`src/kscan_pkg.sv`:
```
// keypad scanner register bank: shared constants and types
// assumes a 100 MHz single clock and a page/address register port
package kscan_pkg;

   // ==========================================================
   // register map (page, address)
   localparam logic       PAGE_DATA       = 1'b0;
   localparam logic       PAGE_CTRL       = 1'b1;
   localparam logic [5:0] ADDR_KEY_RESULT = 6'h04;  // page 0
   localparam logic [5:0] ADDR_DAC_LEVEL  = 6'h0b;  // page 0
   localparam logic [5:0] ADDR_ZERO       = 6'h10;  // page 0
   localparam logic [5:0] ADDR_CONV_LAST  = 6'h0a;  // page 0, conversion words 00-03, 05-0a
   localparam logic [5:0] ADDR_KEY_CTRL   = 6'h01;  // page 1
   localparam logic [5:0] ADDR_SOFT_RESET = 6'h04;  // page 1
   localparam logic [5:0] ADDR_KEY_MASK   = 6'h10;  // page 1

   // ==========================================================
   // field positions and fixed values
   localparam int          BIT_KEY_PRESSED = 15;
   localparam int          BIT_SCAN_STATE  = 14;
   localparam int          DEB_SEL_LSB     = 11;
   localparam logic [7:0]  SOFT_RESET_KEY  = 8'hbb;
   localparam logic [15:0] READ_RESERVED   = 16'hffff;
   localparam logic [15:0] READ_ZERO       = 16'h0000;
   localparam logic [15:0] MASK_RESET      = 16'h0000;
   localparam logic [15:0] RESULT_RESET    = 16'h0000;
   localparam logic [2:0]  DEB_SEL_RESET   = 3'h0;
   localparam logic [7:0]  DAC_RESET       = 8'h80;

   // ==========================================================
   // timing
   localparam int CLK_FREQ_MHZ = 100;
   localparam int MS_TIME_US   = 1000;
   localparam int MS_CYCLES    = MS_TIME_US * CLK_FREQ_MHZ;  // one debounce time unit
   localparam int ROW_CYCLES   = 8;                          // settle time per driven row
   localparam int CONV_WORDS   = 10;
   localparam int CONV_BITS    = 12;

   // debounce time in ms per select code
   function automatic logic [6:0] kscan_debounce_ms(input logic [2:0] sel);
      case (sel)
         3'h0:    kscan_debounce_ms = 7'd2;
         3'h1:    kscan_debounce_ms = 7'd10;
         3'h2:    kscan_debounce_ms = 7'd20;
         3'h3:    kscan_debounce_ms = 7'd50;
         3'h4:    kscan_debounce_ms = 7'd60;
         3'h5:    kscan_debounce_ms = 7'd80;
         3'h6:    kscan_debounce_ms = 7'd100;
         default: kscan_debounce_ms = 7'd120;
      endcase
   endfunction

   // scanner states, gray along idle -> debounce -> held -> stopped
   typedef enum logic [1:0] {
      ST_IDLE     = 2'b00,
      ST_DEBOUNCE = 2'b01,
      ST_HELD     = 2'b11,
      ST_STOPPED  = 2'b10
   } kscan_state_t;

endpackage

```
`src/kscan_conv_store.sv`:
```
// conversion result store: right-justified words cleared by reset
// assumes writes come from the converter side, one word per cycle
`timescale 1ns/10ps
module kscan_conv_store
   import kscan_pkg::*;
#(
   parameter int WORDS = CONV_WORDS,
   parameter int BITS  = CONV_BITS
) (
   input  wire logic                     clock_in,    // system clock
   input  wire logic                     rstn_in,     // synchronised reset, active low
   input  wire logic                     clear_in,    // software reset request
   input  wire logic                     wr_en_in,    // store one result
   input  wire logic [$clog2(WORDS)-1:0] wr_idx_in,   // result slot
   input  wire logic [BITS-1:0]          wr_data_in,  // raw result, lsb first
   input  wire logic [$clog2(WORDS)-1:0] rd_idx_in,   // slot to read
   output logic      [15:0]              rd_q_out     // registered read word
);

   // ==========================================================
   // storage
   logic [BITS-1:0] word_q [WORDS];
   logic [15:0]     next_rd_q;

   // one register per word, so a software reset clears them all at once
   generate
      for (genvar i = 0; i < WORDS; i++) begin : g_word
         logic [BITS-1:0] next_word;
         always_comb begin
            next_word = word_q[i];
            if (clear_in) begin
               next_word = '0;
            end else if (wr_en_in && (wr_idx_in == ($clog2(WORDS))'(i))) begin
               next_word = wr_data_in;
            end
         end
         always_ff @(posedge clock_in or negedge rstn_in) begin
            if (!rstn_in) begin
               word_q[i] <= '0;
            end else begin
               word_q[i] <= next_word;
            end
         end
      end
   endgenerate

   // ==========================================================
   // read port: upper bits above the result read as zero
   always_comb begin
      next_rd_q = 16'h0000;
      if (int'(rd_idx_in) < WORDS) begin
         next_rd_q[BITS-1:0] = word_q[rd_idx_in];
      end
   end

   always_ff @(posedge clock_in or negedge rstn_in) begin
      if (!rstn_in) begin
         rd_q_out <= 16'h0000;
      end else begin
         rd_q_out <= next_rd_q;
      end
   end

endmodule

```
`src/kscan_regs.sv`:
```
// keypad matrix scanner with its register bank and conversion store
// assumes a host register port (page, address, strobes) and a 4x4 matrix
`timescale 1ns/10ps
module kscan_regs
   import kscan_pkg::*;
#(
   parameter int MS_TICK_CYCLES = MS_CYCLES   // cycles per ms, shorten in simulation
) (
   input  wire logic        clock_in,        // 100 MHz clock
   input  wire logic        rstn_in,         // asynchronous reset, active low
   input  wire logic        rd_en_in,        // register read request
   input  wire logic        wr_en_in,        // register write request
   input  wire logic        page_in,         // register page
   input  wire logic [5:0]  addr_in,         // register address
   input  wire logic [15:0] wr_data_in,      // write data
   input  wire logic [3:0]  col_sense_in,    // column senses, high = key closed
   input  wire logic        conv_wr_in,      // conversion result strobe
   input  wire logic [3:0]  conv_idx_in,     // conversion result slot
   input  wire logic [11:0] conv_data_in,    // conversion result
   output logic      [15:0] rd_data_out,     // read data, two cycles after request
   output logic             rd_valid_out,    // read data valid pulse
   output logic      [3:0]  row_drive_out,   // one-hot row drive
   output logic             key_irq_n_out,   // keypad interrupt, active low
   output logic      [7:0]  dac_level_out    // dac output register
);

   localparam int DIV_W = $clog2(MS_TICK_CYCLES + 1);

   // ==========================================================
   // reset release through two flops
   logic rst_meta;
   logic rst_n;
   always_ff @(posedge clock_in or negedge rstn_in) begin
      if (!rstn_in) begin
         rst_meta <= 1'b0;
         rst_n    <= 1'b0;
      end else begin
         rst_meta <= 1'b1;
         rst_n    <= rst_meta;
      end
   end

   // ==========================================================
   // decode
   function automatic logic is_reg(input logic pg, input logic [5:0] ad,
                                   input logic want_pg, input logic [5:0] want_ad);
      is_reg = (pg == want_pg) && (ad == want_ad);
   endfunction

   // conversion slot for page-0 address, or no hit
   function automatic logic [4:0] conv_slot(input logic pg, input logic [5:0] ad);
      if (pg != PAGE_DATA) begin
         conv_slot = 5'h00;
      end else if (ad < ADDR_KEY_RESULT) begin
         conv_slot = {1'b1, ad[3:0]};
      end else if ((ad > ADDR_KEY_RESULT) && (ad <= ADDR_CONV_LAST)) begin
         conv_slot = {1'b1, 4'(ad - 6'h01)};
      end else begin
         conv_slot = 5'h00;
      end
   endfunction

   logic       wr_ctrl;
   logic       wr_mask;
   logic       wr_dac;
   logic       soft_hit;
   logic [4:0] rd_slot;
   assign wr_ctrl  = wr_en_in && is_reg(page_in, addr_in, PAGE_CTRL, ADDR_KEY_CTRL);
   assign wr_mask  = wr_en_in && is_reg(page_in, addr_in, PAGE_CTRL, ADDR_KEY_MASK);
   assign wr_dac   = wr_en_in && is_reg(page_in, addr_in, PAGE_DATA, ADDR_DAC_LEVEL);
   // only the exact key byte resets; any other value is dropped
   assign soft_hit = wr_en_in && is_reg(page_in, addr_in, PAGE_CTRL, ADDR_SOFT_RESET)
                     && (wr_data_in[15:8] == SOFT_RESET_KEY);
   assign rd_slot  = conv_slot(page_in, addr_in);

   // ==========================================================
   // state
   kscan_state_t     state, next_state;
   logic [2:0]       debounce_select, next_debounce_select;
   logic [15:0]      key_mask, next_key_mask;
   logic [15:0]      key_scan_result, next_key_scan_result;
   logic             key_pressed_flag, next_key_pressed_flag;
   logic [7:0]       next_dac_level;
   logic [DIV_W-1:0] ms_div, next_ms_div;
   logic [6:0]       ms_count, next_ms_count;
   logic [2:0]       row_cnt, next_row_cnt;
   logic [1:0]       row_sel, next_row_sel;
   logic [15:0]      raw_acc, next_raw_acc;
   logic [3:0]       next_row_drive;
   logic             scanning;
   logic             row_step;
   logic             pass_done;
   logic             ms_tick;
   logic             db_done;
   logic [15:0]      frame;
   logic             scan_ready;

   assign scanning   = (state != ST_STOPPED);
   assign ms_tick    = (ms_div == DIV_W'(MS_TICK_CYCLES - 1));
   assign row_step   = scanning && (row_cnt == 3'(ROW_CYCLES - 1));
   assign pass_done  = row_step && (row_sel == 2'h3);
   assign db_done    = (ms_count >= kscan_debounce_ms(debounce_select));
   assign scan_ready = (state != ST_DEBOUNCE);
   // masked keys are dropped before anything looks at the frame
   assign frame      = next_raw_acc & ~key_mask;

   // row sequencing: each row is held ROW_CYCLES, columns sampled at its end
   always_comb begin
      next_row_cnt   = row_cnt;
      next_row_sel   = row_sel;
      next_raw_acc   = raw_acc;
      next_row_drive = 4'h0;
      if (scanning) begin
         next_row_cnt = row_step ? 3'h0 : 3'(row_cnt + 3'h1);
         if (row_step) begin
            // the matrix itself ghosts; a closed loop reads as a key
            next_raw_acc[{row_sel, 2'b00} +: 4] = col_sense_in;
            next_row_sel = 2'(row_sel + 2'h1);
         end
         next_row_drive = 4'h1 << next_row_sel;
      end else begin
         next_row_cnt = 3'h0;
         next_row_sel = 2'h0;
      end
      if (soft_hit) begin
         next_row_cnt = 3'h0;
         next_row_sel = 2'h0;
         next_raw_acc = 16'h0000;
      end
   end

   // debounce clock: ms divider free running, counting only while debouncing
   always_comb begin
      next_ms_div   = ms_tick ? '0 : DIV_W'(ms_div + 1'b1);
      next_ms_count = ms_count;
      if (state != ST_DEBOUNCE) begin
         next_ms_count = 7'h00;
      end else if (ms_tick && !db_done) begin
         next_ms_count = 7'(ms_count + 7'h01);
      end
   end

   // scanner state and the registers software sees
   always_comb begin
      next_state            = state;
      next_debounce_select  = debounce_select;
      next_key_mask         = key_mask;
      next_key_scan_result  = key_scan_result;
      next_key_pressed_flag = key_pressed_flag;
      next_dac_level        = dac_level_out;
      case (state)
         ST_IDLE: begin
            if (pass_done && (frame != 16'h0000)) begin
               next_state = ST_DEBOUNCE;
            end
         end
         ST_DEBOUNCE: begin
            if (pass_done && (frame == 16'h0000)) begin
               next_state = ST_IDLE;
            end else if (pass_done && db_done) begin
               next_state            = ST_HELD;
               next_key_scan_result  = frame;
               next_key_pressed_flag = 1'b1;
            end
         end
         ST_HELD: begin
            // keeps rescanning while held so the result tracks the keys
            if (pass_done && (frame == 16'h0000)) begin
               next_state            = ST_IDLE;
               next_key_pressed_flag = 1'b0;
            end else if (pass_done) begin
               next_key_scan_result = frame;
            end
         end
         default: begin
            if (wr_ctrl && !wr_data_in[BIT_SCAN_STATE]) begin
               next_state = ST_IDLE;
            end
         end
      endcase
      if (wr_ctrl) begin
         next_debounce_select = wr_data_in[DEB_SEL_LSB +: 3];
         if (wr_data_in[BIT_SCAN_STATE]) begin
            // halt now; the last completed result stays readable
            next_state            = ST_STOPPED;
            next_key_pressed_flag = 1'b0;
         end
      end
      if (wr_mask) begin
         next_key_mask = wr_data_in;
      end
      if (wr_dac) begin
         next_dac_level = wr_data_in[7:0];
      end
      if (soft_hit) begin
         next_state            = ST_IDLE;
         next_debounce_select  = DEB_SEL_RESET;
         next_key_mask         = MASK_RESET;
         next_key_scan_result  = RESULT_RESET;
         next_key_pressed_flag = 1'b0;
         next_dac_level        = DAC_RESET;
      end
   end

   always_ff @(posedge clock_in or negedge rst_n) begin
      if (!rst_n) begin
         state            <= ST_IDLE;
         debounce_select  <= DEB_SEL_RESET;
         key_mask         <= MASK_RESET;
         key_scan_result  <= RESULT_RESET;
         key_pressed_flag <= 1'b0;
         key_irq_n_out    <= 1'b1;
         dac_level_out    <= DAC_RESET;
         ms_div           <= '0;
         ms_count         <= 7'h00;
         row_cnt          <= 3'h0;
         row_sel          <= 2'h0;
         raw_acc          <= 16'h0000;
         row_drive_out    <= 4'h0;
      end else begin
         state            <= next_state;
         debounce_select  <= next_debounce_select;
         key_mask         <= next_key_mask;
         key_scan_result  <= next_key_scan_result;
         key_pressed_flag <= next_key_pressed_flag;
         key_irq_n_out    <= !next_key_pressed_flag;
         dac_level_out    <= next_dac_level;
         ms_div           <= next_ms_div;
         ms_count         <= next_ms_count;
         row_cnt          <= next_row_cnt;
         row_sel          <= next_row_sel;
         raw_acc          <= next_raw_acc;
         row_drive_out    <= next_row_drive;
      end
   end

   // ==========================================================
   // read path: stage one picks the word, stage two drives the port
   logic [15:0] rd_local, next_rd_local;
   logic        rd_from_store, next_rd_from_store;
   logic        rd_pend;
   logic [15:0] store_q;

   always_comb begin
      next_rd_local      = READ_RESERVED;
      next_rd_from_store = rd_en_in && rd_slot[4];
      if (is_reg(page_in, addr_in, PAGE_DATA, ADDR_KEY_RESULT)) begin
         next_rd_local = key_scan_result;
      end else if (is_reg(page_in, addr_in, PAGE_DATA, ADDR_DAC_LEVEL)) begin
         next_rd_local = {8'h00, dac_level_out};
      end else if (is_reg(page_in, addr_in, PAGE_DATA, ADDR_ZERO)) begin
         next_rd_local = READ_ZERO;
      end else if (is_reg(page_in, addr_in, PAGE_CTRL, ADDR_KEY_CTRL)) begin
         next_rd_local = {key_pressed_flag, scan_ready, debounce_select, 11'h000};
      end else if (is_reg(page_in, addr_in, PAGE_CTRL, ADDR_KEY_MASK)) begin
         next_rd_local = key_mask;
      end
   end

   always_ff @(posedge clock_in or negedge rst_n) begin
      if (!rst_n) begin
         rd_local      <= 16'h0000;
         rd_from_store <= 1'b0;
         rd_pend       <= 1'b0;
         rd_data_out   <= 16'h0000;
         rd_valid_out  <= 1'b0;
      end else begin
         rd_local      <= next_rd_local;
         rd_from_store <= next_rd_from_store;
         rd_pend       <= rd_en_in;
         rd_data_out   <= rd_from_store ? store_q : rd_local;
         rd_valid_out  <= rd_pend;
      end
   end

   kscan_conv_store #(
      .WORDS (CONV_WORDS),
      .BITS  (CONV_BITS)
   ) u_store (
      .clock_in   (clock_in),
      .rstn_in    (rst_n),
      .clear_in   (soft_hit),
      .wr_en_in   (conv_wr_in),
      .wr_idx_in  (conv_idx_in),
      .wr_data_in (conv_data_in),
      .rd_idx_in  (rd_slot[3:0]),
      .rd_q_out   (store_q)
   );

   // ==========================================================
   // checks
   property p_irq_inverse;
      @(posedge clock_in) disable iff (!rst_n) key_irq_n_out == !key_pressed_flag;
   endproperty
   a_irq_inverse: assert property (p_irq_inverse) else $error("irq pin not inverse of flag");

   property p_flag_after_debounce;
      @(posedge clock_in) disable iff (!rst_n)
         $rose(key_pressed_flag) |-> ($past(state) == ST_DEBOUNCE) && $past(db_done);
   endproperty
   a_flag_after_debounce: assert property (p_flag_after_debounce) else $error("flag rose early");

   property p_status_read;
      @(posedge clock_in) disable iff (!rst_n)
         (rd_en_in && is_reg(page_in, addr_in, PAGE_CTRL, ADDR_KEY_CTRL))
         |-> ##2 rd_valid_out && (rd_data_out[BIT_SCAN_STATE] == $past(scan_ready, 2));
   endproperty
   a_status_read: assert property (p_status_read) else $error("scan status read wrong");

   property p_stop;
      @(posedge clock_in) disable iff (!rst_n)
         (wr_ctrl && wr_data_in[BIT_SCAN_STATE] && !soft_hit)
         |=> (state == ST_STOPPED) && !key_pressed_flag ##1 (row_drive_out == 4'h0);
   endproperty
   a_stop: assert property (p_stop) else $error("scan not halted");

   property p_soft_reset;
      @(posedge clock_in) disable iff (!rst_n)
         soft_hit |=> (debounce_select == 3'h0) && (key_mask == 16'h0000)
                      && (dac_level_out == 8'h80) && (key_scan_result == 16'h0000);
   endproperty
   a_soft_reset: assert property (p_soft_reset) else $error("soft reset incomplete");

   property p_bad_key;
      @(posedge clock_in) disable iff (!rst_n)
         (wr_en_in && is_reg(page_in, addr_in, PAGE_CTRL, ADDR_SOFT_RESET) && (wr_data_in[15:8] != 8'hbb))
         |=> $stable(key_mask) && $stable(debounce_select) && $stable(dac_level_out);
   endproperty
   a_bad_key: assert property (p_bad_key) else $error("bad reset key changed state");

   property p_mask_result;
      @(posedge clock_in) disable iff (!rst_n)
         $changed(key_scan_result) && !$past(soft_hit) |-> (key_scan_result & $past(key_mask)) == 16'h0000;
   endproperty
   a_mask_result: assert property (p_mask_result) else $error("masked key in result");

   property p_reserved_read;
      @(posedge clock_in) disable iff (!rst_n)
         (rd_en_in && is_reg(page_in, addr_in, PAGE_CTRL, ADDR_SOFT_RESET)) |-> ##2 (rd_data_out == 16'hffff);
   endproperty
   a_reserved_read: assert property (p_reserved_read) else $error("reset register read not ones");

   property p_release;
      @(posedge clock_in) disable iff (!rst_n)
         (state == ST_HELD) && pass_done && (frame == 16'h0000) && !wr_ctrl && !soft_hit
         |=> !key_pressed_flag ##1 key_irq_n_out;
   endproperty
   a_release: assert property (p_release) else $error("flag held after release");

   c_press:  cover property (@(posedge clock_in) disable iff (!rst_n) $rose(key_pressed_flag));
   c_multi:  cover property (@(posedge clock_in) disable iff (!rst_n)
                             key_pressed_flag && !$onehot(key_scan_result));
   c_stop:   cover property (@(posedge clock_in) disable iff (!rst_n) state == ST_STOPPED);
   c_reset:  cover property (@(posedge clock_in) disable iff (!rst_n) soft_hit);

endmodule

```
`config.mk`:
```
export PLATFORM = sky130hd
export DESIGN_NAME = kscan_regs
export DESIGN_NICKNAME = d
export VERILOG_FILES = /design/src/kscan_pkg.sv /design/src/kscan_conv_store.sv /design/src/kscan_regs.sv
export SDC_FILE = /design/constraint.sdc
export NUM_CORES = 1
export LEC_CHECK = 0
export ABC_AREA = 1
export CAP_MARGIN = 20
export CELL_PAD_IN_SITES_DETAIL_PLACEMENT = 0
export CELL_PAD_IN_SITES_GLOBAL_PLACEMENT = 1
export CORE_UTILIZATION = 50
export DETAILED_ROUTE_END_ITERATION = 6
export DONT_BUFFER_PORTS = 1
export GPL_ROUTABILITY_DRIVEN = 1
export GPL_TIMING_DRIVEN = 0
export PLACE_DENSITY = 0.87
export SLEW_MARGIN = 25
export SYNTH_ARGS = -nofsm -noshare
export SYNTH_HDL_FRONTEND = slang
export SYNTH_SLANG_ARGS = --single-unit
```
`constraint.sdc`:
```
create_clock -name clock_in -period 11.7 [get_ports clock_in]
set_input_delay 1.17 -clock clock_in [delete_from_list [all_inputs] [get_ports clock_in]]
set_output_delay 1.17 -clock clock_in [all_outputs]
set_load 0.005 [all_outputs]
```
# ---- Yosys cells after proc, flatten, opt, wreduce, memory -nomap -nowiden
# Cells that the tools add are included.
# Widths: inputs -> output; s select.
dict set report classes {
  addsub 6
  mul 0
  n_div 0
  n_lt_le_gt_ge 6
  eq_ne 31
  shift 3
  n_mux 77
  bitwise 4
  reduce_logical 54
}
# op count
set op_table {}
lappend op_table {{$mux 12} 23}
lappend op_table {{$mux 16} 16}
lappend op_table {{$pmux 7 s7} 1}
lappend op_table {{$bmux 12 s4} 1}
lappend op_table {{$pmux 16 s2} 1}
lappend op_table {{$logic_and 1x1->1} 30}
lappend op_table {{$reduce_bool 2->1} 14}
lappend op_table {{$mux 2} 12}
lappend op_table {{$add 17x1->17 const B} 1}
lappend op_table {{$eq 17x17->1 const B} 1}
lappend op_table {{$mux 17} 1}
lappend op_table {{$and 16x16->16} 1}
lappend op_table {{$bwmux 16} 1}
lappend op_table {{$eq 4x3->1 const B} 4}
lappend op_table {{$logic_not 16->1} 1}
lappend op_table {{$mux 8} 2}
lappend op_table {{$not 16->16} 1}
lappend op_table {{$reduce_bool 16->1} 1}
lappend op_table {{$shift 4x6->16 const A} 1}
lappend op_table {{$shiftx 4x6->16} 1}
lappend op_table {{$mux 3} 5}
lappend op_table {{$mux 5} 3}
lappend op_table {{$mux 7} 2}
lappend op_table {{$eq 3x3->1 const B} 4}
lappend op_table {{other kinds (39)} 53}
dict set report word_totals {
  ff_bits 265
  latch_bits 0
  mem_bits_rw 0
  romBits 0
  output_inout_bits 30
  wordCells 212
  mem_count 0
}

# ---- Logic depth before layout (Yosys ltp)
# Gate-level depths: netlist (run 1).
dict set report depth {
  word_depth 15
  depth_mapped 19
  depth_no_buf 18
}

# ---- Modules after synthesis
# Synthesis (run 1) repeated with hierarchy kept, for this count alone.
dict set report unflattened {
  cells_unflattened 1577
  hier_area_um2 12771.0
}
# mod n_inst cells_each area_each_um2 seq_area_each_um2
set by_module_without_submodules {}
lappend by_module_without_submodules {kscan_regs 1 782 6575.1 3330.7}
lappend by_module_without_submodules {kscan_conv_store 1 795 6195.9 3303.2}

# ---- Worst setup path before layout (run 1)
# No wires, ideal clock.
dict set report synth_path {
  path_type {input to register}
  from {in addr_in[1]}
  to {reg key_scan_result[6]}
  arrival_ps 2740
  required_time_ps 11583
  slack_ps 8843
  path_stages 16
  n_path_buf 1
  cell_sequence {inv_1 > ha_1 > nand3_1 > nor2_2 > nand3_2 > buf_6 > nand3_1 > nand2_1 > nor2_1 > nand2_1 > nor2_4 > nand2_4 > nand3_4 > nand2_1 > nand2_1 > nand2_1}
}
dict set report synth_between {
  elab_chain_cells 10
  word_cells_on_any_way 20
}
# element line
set synth_lines {}
lappend synth_lines {{from (decl)} kscan_regs.sv:14} ;# input wire logic [5:0] addr_in,
lappend synth_lines {{$eq 6x3->1 (*)} kscan_regs.sv:47} ;# is_reg = (pg == want_pg) && (ad == want_ad);
lappend synth_lines {{$logic_and 1x1->1 (*)} kscan_regs.sv:47}
lappend synth_lines {{$logic_and 1x1->1 (*)} kscan_regs.sv:72} ;# assign soft_hit = wr_en_in && is_reg(page_in, addr_in, PAGE_CTRL, ADDR_SOFT_RESET)
lappend synth_lines {{$logic_and 1x1->1 (*)} kscan_regs.sv:73} ;# && (wr_data_in[15:8] == SOFT_RESET_KEY);
lappend synth_lines {{$mux 16} kscan_regs.sv:125} ;# if (soft_hit) begin
lappend synth_lines {{$and 16x16->16} kscan_regs.sv:105} ;# assign frame = next_raw_acc & ~key_mask;
lappend synth_lines {{$logic_not 16->1, or another cell as far along} {kscan_regs.sv:158, kscan_regs.sv:168}}
lappend synth_lines {{$logic_and 1x1->1, or another cell as far along} {kscan_regs.sv:158, kscan_regs.sv:168}}
lappend synth_lines {{$ne 3x3->1 (no source line) or $pmux 16 s2 (tied branches)} --}
lappend synth_lines {{$reduce_and 5->1 (no source line) or $mux 16 (tied branches)} --}
lappend synth_lines {{to (signal assigned)} kscan_regs.sv:224} ;# key_scan_result <= next_key_scan_result;
lappend synth_lines {{to (decl)} kscan_regs.sv:81} ;# logic [15:0] key_scan_result, next_key_scan_result;
# Mark *: on every way between the ends. The rest lies on a longest branch, timed or not. The select of a mux whose other input is x is not followed.
# A chain may end at the register's enable or synchronous reset.

# ---- Worst setup path after layout (run 1)
dict set report layout_path {
  from {in addr_in[1]}
  to {reg u_store.rd_q_out[5]}
}
dict set report layout_between {
  elab_chain_cells 10
  word_cells_on_any_way 14
}
# element line
set layout_lines {}
lappend layout_lines {{$gt 6x3->1 or $le 6x4->1 (tied branches)} kscan_regs.sv:56} ;# end else if ((ad > ADDR_KEY_RESULT) && (ad <= ADDR_CONV_LAST)) begin
lappend layout_lines {{$logic_and 1x1->1} kscan_regs.sv:56}
lappend layout_lines {{$mux 5} kscan_regs.sv:56}
lappend layout_lines {{$mux 5 (*)} kscan_regs.sv:54} ;# end else if (ad < ADDR_KEY_RESULT) begin
lappend layout_lines {{$mux 5 (*)} kscan_regs.sv:52} ;# if (pg != PAGE_DATA) begin
lappend layout_lines {{$not 4->5 (not written as such)} kscan_conv_store.sv:52} ;# next_rd_q[BITS-1:0] = word_q[rd_idx_in];
lappend layout_lines {{$bmux 12 s4} kscan_conv_store.sv:52}
lappend layout_lines {{$mux 12 (not written as such) (2 in series)} kscan_conv_store.sv:52}
lappend layout_lines {{$mux 12 (*)} kscan_conv_store.sv:51} ;# if (int'(rd_idx_in) < WORDS) begin
lappend layout_lines {{named net u_store.next_rd_q[5]} kscan_conv_store.sv:23} ;# logic [15:0] next_rd_q;
lappend layout_lines {{to (signal assigned)} kscan_conv_store.sv:60} ;# rd_q_out <= next_rd_q;
lappend layout_lines {{to (decl)} kscan_conv_store.sv:17} ;# output logic [15:0] rd_q_out
# Mark *: on every way through the listed nets, which the timed path passes. The rest lies on a longest branch. The select of a mux whose other input is x is not followed.

==> impl_metrics.toml, run 1 <==
[run_status]
outcome = "finished clean"

[clocking]
ctsHoldBuffers = 0
cts.sinks = 265
worstSkewPairLatency_ns = 0.54
cts_root_buffer = "clkbuf_16"
cts.path.max_buffers = 3
cts_made_buffers = 29
clkSlewWorstSetupHoldPaths_ns = 0.06
cts_resized = 0
cts_setup_buffers = 0
cts_tree = "built"
htreeDepth = 1

[power_and_ir_drop]
power.switching_uw = 802
intPower_mw = 1.93
p_leak_nw = 7.14
clkPwrFrac = 0.369
switching_share = 0.294
combPwrFrac = 0.191
power_density_nw_per_um2 = 191
seqPwrFrac = 0.440
ir_worst_vdd_mv = 0.0934

[critical_path]
crit_path_max_incr_delay_ns = 0.60
crit_slowest_cell = "nor2_1"
rrSetupSlack_ns = 8.80
r2r-end = "key_scan_result[11]"
setup.worst_path.start_class = "primary input"
crit_path_frequent_cell = "nand3_1"
worstSetupPathType = "primary input to register"
crit_buf_inv = 2
cp_max_fo = 10
path_cells = "inv_1, ha_1, nand3_1, nand3_1, nor2_2, nand4_2, clkinv_1, nor2_1, o211ai_1, nand3_1, o21ai_1"
worst-endpoint-required_ns = 12.09
worst_r2r_startpoint = "row_sel[0]"
crit_family = "simple AND/OR/NAND/NOR gates"
worst_r2r_path_depth = 17
endpoint_kind = "register"
arrival_ns = 3.65

[sta]
slew_viol_final = 0
relSlewSlack = 0.355
setup_violations = 0
rsz0062_at_grt = "no"
fin_tns_setup_ns = 0
finalCritPeriodShare = 0.278
hold_violations = 0
max_freq_ghz = 0.307
period_minus_slack_ns = 3.25
finClkSkew_ns = 0.0101
worst_pin_slew_ns = 0.964

[cells_and_area]
instances_no_fill = 1854
layout_commonest_cell = "nand2_1"
layout.nets = 1575
drive_gt1_frac = 0.107
fillers = 2207
layout_common_cells = "nand2_1 (333), dfrtp_1 (262), inv_1 (204), o21ai_0 (107), nor2_1 (106)"
finish.utilization = 0.579
seq_area_um2 = 6640
multiInputGateArea_um2 = 5010
area_delta_synth_final_pct = 12.7

[floorplanning]
die_width_um = 161
pin_count = 78
start_util = 0.514
row_count = 57
core-area_um2 = 24600
die_area_um2 = 26000
die_h_um = 161

[logic_synthesis]
synthesis.area_um2 = 12700
ys_ff_latch = 265
synth_edf_count = 0
synth_ff_type = "dfrtp_1"
synth_largest_area_cell = "dfrtp_1"
ys_async_sr_fraction = 1.00
seq_area_frac_synth = 0.524
ys_warn_count = 0
synth_nets = 1538
ys_types = 46
synthCells = 1470
netlist.area_leader.share = 0.520
avgSynthCellArea_um2 = 8.61
synth_area_leaders = "dfrtp_1 (52%), nand2_1 (9.9%), inv_1 (6.1%), o21ai_0 (4.2%), mux2_2 (4.2%)"

[routing]
vias_per_cell = 5.59
drt_iter0_markers = 1036
avgRoutedWirePerCell_um = 18.6
routed_wl_um = 34600
wl_met2_um = 14500
via_count = 10400
dr.max_layer_used = "met4"
antenna_left = 0
dr.pass1.iters = 5
drc = 0
wl_met1_um = 16100
met3_length_um = 3010

[min_path]
hp-class = "register to async pin"

[grt]
grt_pass1_wl_um = 55300
grt_max_degree = 48
grt_pass1_vias = 9999
antenna_found_initial = 1
grt_overflow_total = 0
grt_use_total = 0.274

[placed_design]
portBuffers = 0
dp_cells = 1800
hpwl_um = 25100
routabilityCongestion = 0.891

[job]
drv_cap = 0
==> sequential cells by signal (all words and copies together) (netlist names), 2 cells and up <==
name	flops
u_store.word_q	120
ms_div	17
key_mask	16
key_scan_result	16
raw_acc	16
rd_data_out	16
rd_local	16
u_store.rd_q_out	12
dac_level_out	8
ms_count	7
row_drive_out	4
debounce_select	3
row_cnt	3
row_sel	2
state	2
==> synth_stat cells, types with 2 or more instances <==
cell type,instances
nand2_1,333
dfrtp_1,263
inv_1,204
o21ai_0,107
nor2_1,106
nand3_1,95
a21oi_1,64
mux2_2,47
o211ai_1,34
clkbuf_1,30
nand4_1,30
ha_1,20
o21ai_1,20
o22ai_1,15
buf_2,14
nand3_2,14
nor3_1,8
inv_2,6
xor2_1,6
a31o_2,4
clkinv_1,4
nor2_2,4
nor4_1,4
o221ai_1,4
nand3_4,3
nor3b_1,3
and2_1,2
and3_1,2
buf_1,2
dfstp_2,2
nand2_4,2
nor3_2,2
o21a_1,2
or2_2,2
==> worst max path at each step <==
stage                    start                  end  cells after the start
detailed placement  addr_in[1]  u_store.word_q[103]                     11
CTS                 addr_in[1]  u_store.word_q[103]                     11
finish              addr_in[1]  u_store.rd_q_out[5]                     11
global placement         rst_n  u_store.word_q[102]                      0
global route        addr_in[1]   u_store.word_q[34]                     11
floorplan                rst_n     dac_level_out[0]                      0
==> stage by stage <==
stage / instance area (um^2) / setup slack (ns) / power (mW) / hold slack (ns)
floorplan: 12700 / 3.77 / 1.59 / 0.331
global placement: 13100 / 0.754 / 1.70 / 0.334
detailed placement: 13200 / 7.98 / 1.73 / 0.265
CTS: 14300 / 8.54 / 2.73 / 0.269
global route: 14300 / 8.32 / 2.87 / 0.289
finish: 14300 / 8.45 / 2.73 / 0.250
==> area by class of cell <==
class | instances | area share
clock inverters | 18 | 0.0188
repair buffers | 6 | 0.00895
multi-input cells | 943 | 0.351
clock buffers | 35 | 0.0553
flip-flops and latches | 265 | 0.466
plain buffers | 48 | 0.0152
diodes | 1 | 0.000176
inverters | 214 | 0.0563
well taps | 324 | 0.0284
==> cells by family after synthesis <==
kind of cell | Yosys count | synth area share
XOR/XNOR | 6 | 0.00415
AO/OA/AOI/OAI | 256 | 0.114
adder cells (fa/ha/maj) | 20 | 0.0198
AND/OR/NAND/NOR | 613 | 0.216
buffers and inverters | 262 | 0.0806
multiplexers | 47 | 0.0418
flip-flops | 265 | 0.524
other | 1 | 0.000296
==> layer usage <==
layer / vias to the layer above / track usage
li1: 4889 / -
met1: 4991 / 0.409
met2: 414 / 0.395
met3: 69 / 0.0616
met4: 0 / 0.0815
met5: - / 0
==> power groups by stage <==
stage | Sequential [mW] | Clock (mW) | Combinational [mW]
after floorplan | 1.20 | 0 | 0.388
after global placement | 1.22 | 0 | 0.479
after detailed placement | 1.21 | 0 | 0.514
after CTS | 1.20 | 1.02 | 0.519
after global routing | 1.22 | 1.05 | 0.600
final | 1.20 | 1.01 | 0.522
(Power assumes the default switching activity.)
==> inputs of run 2 (changes only) <==
- CORE_UTILIZATION: 50 -> 49
- PLACE_DENSITY: 0.87 -> 0.86
- clock period: 11.7 -> 3.2 ns (I/O delays scaled with it)
==> run 2 against run 1 <==
Net effect: register-to-register slack got worse by 8.5 ns; largest power group unchanged; clock power increased to 3.3 times the previous value; highest routed layer unchanged; flip-flop and latch count did not move; power rose to 3.6 times the previous value; sequential share of layout area shrank 0.28 points.
==> impl_metrics.toml, run 2 (same netlist as run 1, synthesis figures left out) <==
[run_status]
outcome = "finished clean"

[cells_and_area]
drive_gt1_frac = 0.103
layout_commonest_cell = "nand2_1"
top_regs = "u_store.word_q x120, ms_div x17"
final_area_um2 = 14300
area_delta_synth_final_pct = 13.3
num_antenna_cells = 0
top_register = "u_store.word_q"
fillers = 2259
largest_reg_flops = 120
layout.nets = 1592
layout_common_cells = "nand2_1 (333), dfrtp_1 (262), inv_1 (204), o21ai_0 (107), nor2_1 (106)"

[grt]
grt_max_degree = 55
grt_overflow_total = 0
grt_pass1_wl_um = 55300
antenna_found_initial = 0
grt_pass1_vias = 9958
grt_use_total = 0.270

[sta]
max_freq_ghz = 0.343
setup_violations = 0
rsz0062_at_grt = "no"
finalCritPeriodShare = 0.912
hold_violations = 0
fin_hold_ws_ns = 0.0320
slew_viol_final = 0
worst_pin_slew_ns = 1.05
setup_ws_ns = 0.283
period_minus_slack_ns = 2.92
relSlewSlack = 0.298
finClkSkew_ns = 0.0322

[floorplanning]
row_count = 58
die_h_um = 163
start_util = 0.501
pin_count = 78
die_width_um = 163
die_area_um2 = 26500
core-area_um2 = 25300

[routing]
via_count = 10300
avgRoutedWirePerCell_um = 18.5
vias_per_cell = 5.49
drc = 0
drt_iter0_markers = 931
antenna_left = 0
routed_wl_um = 34600
dr.pass1.iters = 5

[critical_path]
crit_family = "simple AND/OR/NAND/NOR gates"
setup.worst_path.start_class = "register"
worstSetupPathType = "register to register"
crit_slowest_cell = "dfrtp_1"
endpoint_kind = "register"
arrival_ns = 3.38
path_cells = "inv_1, ha_1, or2_2, inv_1, ha_1, a21oi_1, nand3b_1, o2111ai_1, nor2_2, nor2_1, o21ai_0, nand2_1, nor2_1"
worst-endpoint-required_ns = 3.67
crit_buf_inv = 2
cp_max_fo = 9
crit_path_max_incr_delay_ns = 0.46

[power_and_ir_drop]
intPower_mw = 6.74
ir_worst_vdd_mv = 0.358
switching_share = 0.304
power_density_nw_per_um2 = 675
seqPwrFrac = 0.453
combPwrFrac = 0.199
power.switching_mw = 2.94
clkPwrFrac = 0.348
p_leak_nw = 7.16
power_mw = 9.68

[placed_design]
hpwl_um = 25100
pre_cts_ws_ns = 0.362
dpl_cell_area_um2 = 13200
routabilityCongestion = 0.883
portBuffers = 0

[clocking]
ctsHoldBuffers = 18
clkSlewWorstSetupHoldPaths_ns = 0.06
cts.sinks = 265
cts_root_buffer = "clkbuf_16"
htreeDepth = 1
cts_tree = "built"
cts_setup_buffers = 0
worstSkewPairLatency_ns = 0.56
cts_made_buffers = 29
cts_resized = 0
cts.path.max_buffers = 3

[min_path]
hp-class = "primary input to register"

[job]
drv_cap = 0
[run 2: changes by cell type in the layout (fill, tap and decap cells not counted), moves of 2 or more]
cell	previous run	this run
dlygate4sd3_1	0	18
bufinv_16	7	3
clkbuf_1	32	34
buf_16	1	5
buf_12	5	0
[run 2: area by class of cell]
class | instances | area (um^2) | area share
Buffer | 48 | 216 | 0.0151
Clock buffer | 37 | 796 | 0.0555
Clock inverter | 15 | 159 | 0.0111
Inverter | 214 | 803 | 0.0560
Multi-Input combinational cell | 943 | 5000 | 0.349
Sequential cell | 265 | 6640 | 0.463
Tap cell | 330 | 413 | 0.0288
Timing Repair Buffer | 23 | 318 | 0.0222
[run 2: path summary, 6_finish.rpt]
| path | slack, ns | startpoint | endpoint | depth (start not counted) |
|---|---|---|---|---|
| min reg2reg | 0.23 | rst_n | key_scan_result[2] | 0 |
| max reg2reg | 0.28 | debounce_select[2] | ms_count[3] | 13 |
| max in group asynchronous | 2.07 | rst_n | key_mask[10] | 2 |
| min in group asynchronous | 0.23 | rst_n | key_scan_result[2] | 0 |
| max | 0.28 | debounce_select[2] | ms_count[3] | 13 |
| min | 0.03 | wr_data_in[11] | debounce_select[0] | 2 |
[run 2: through the flow]
stage / TNS [ns] / instances / util
after floorplan: 0 / 1470 / -
after global placement: -102.59 / 1800 / 0.518
after detailed placement: 0 / 1805 / 0.523
after CTS: 0 / 1875 / 0.568
after global routing: 0 / 1875 / 0.568
final: 0 / 1875 / 0.568
[run 2: routing by layer]
metal / vias up / routed length (um) / track usage
met2: 359 / 14600 / 0.391
met4: 0 / 647 / 0.0637
met1: 4968 / 16400 / 0.411
met3: 56 / 3020 / 0.0581
li1: 4908 / - / -
met5: - / 0 / 0
[run 2: power by group through the flow]
stage	Clock (mW)	Sequential [mW]	Combinational (mW)
6_report	3.37	4.39	1.92
3_3_place_gp	0	4.48	1.75
5_1_grt	3.55	4.46	2.20
4_1_cts	3.41	4.38	1.93
3_5_place_dp	0	4.44	1.89
2_1_floorplan	0	4.37	1.42
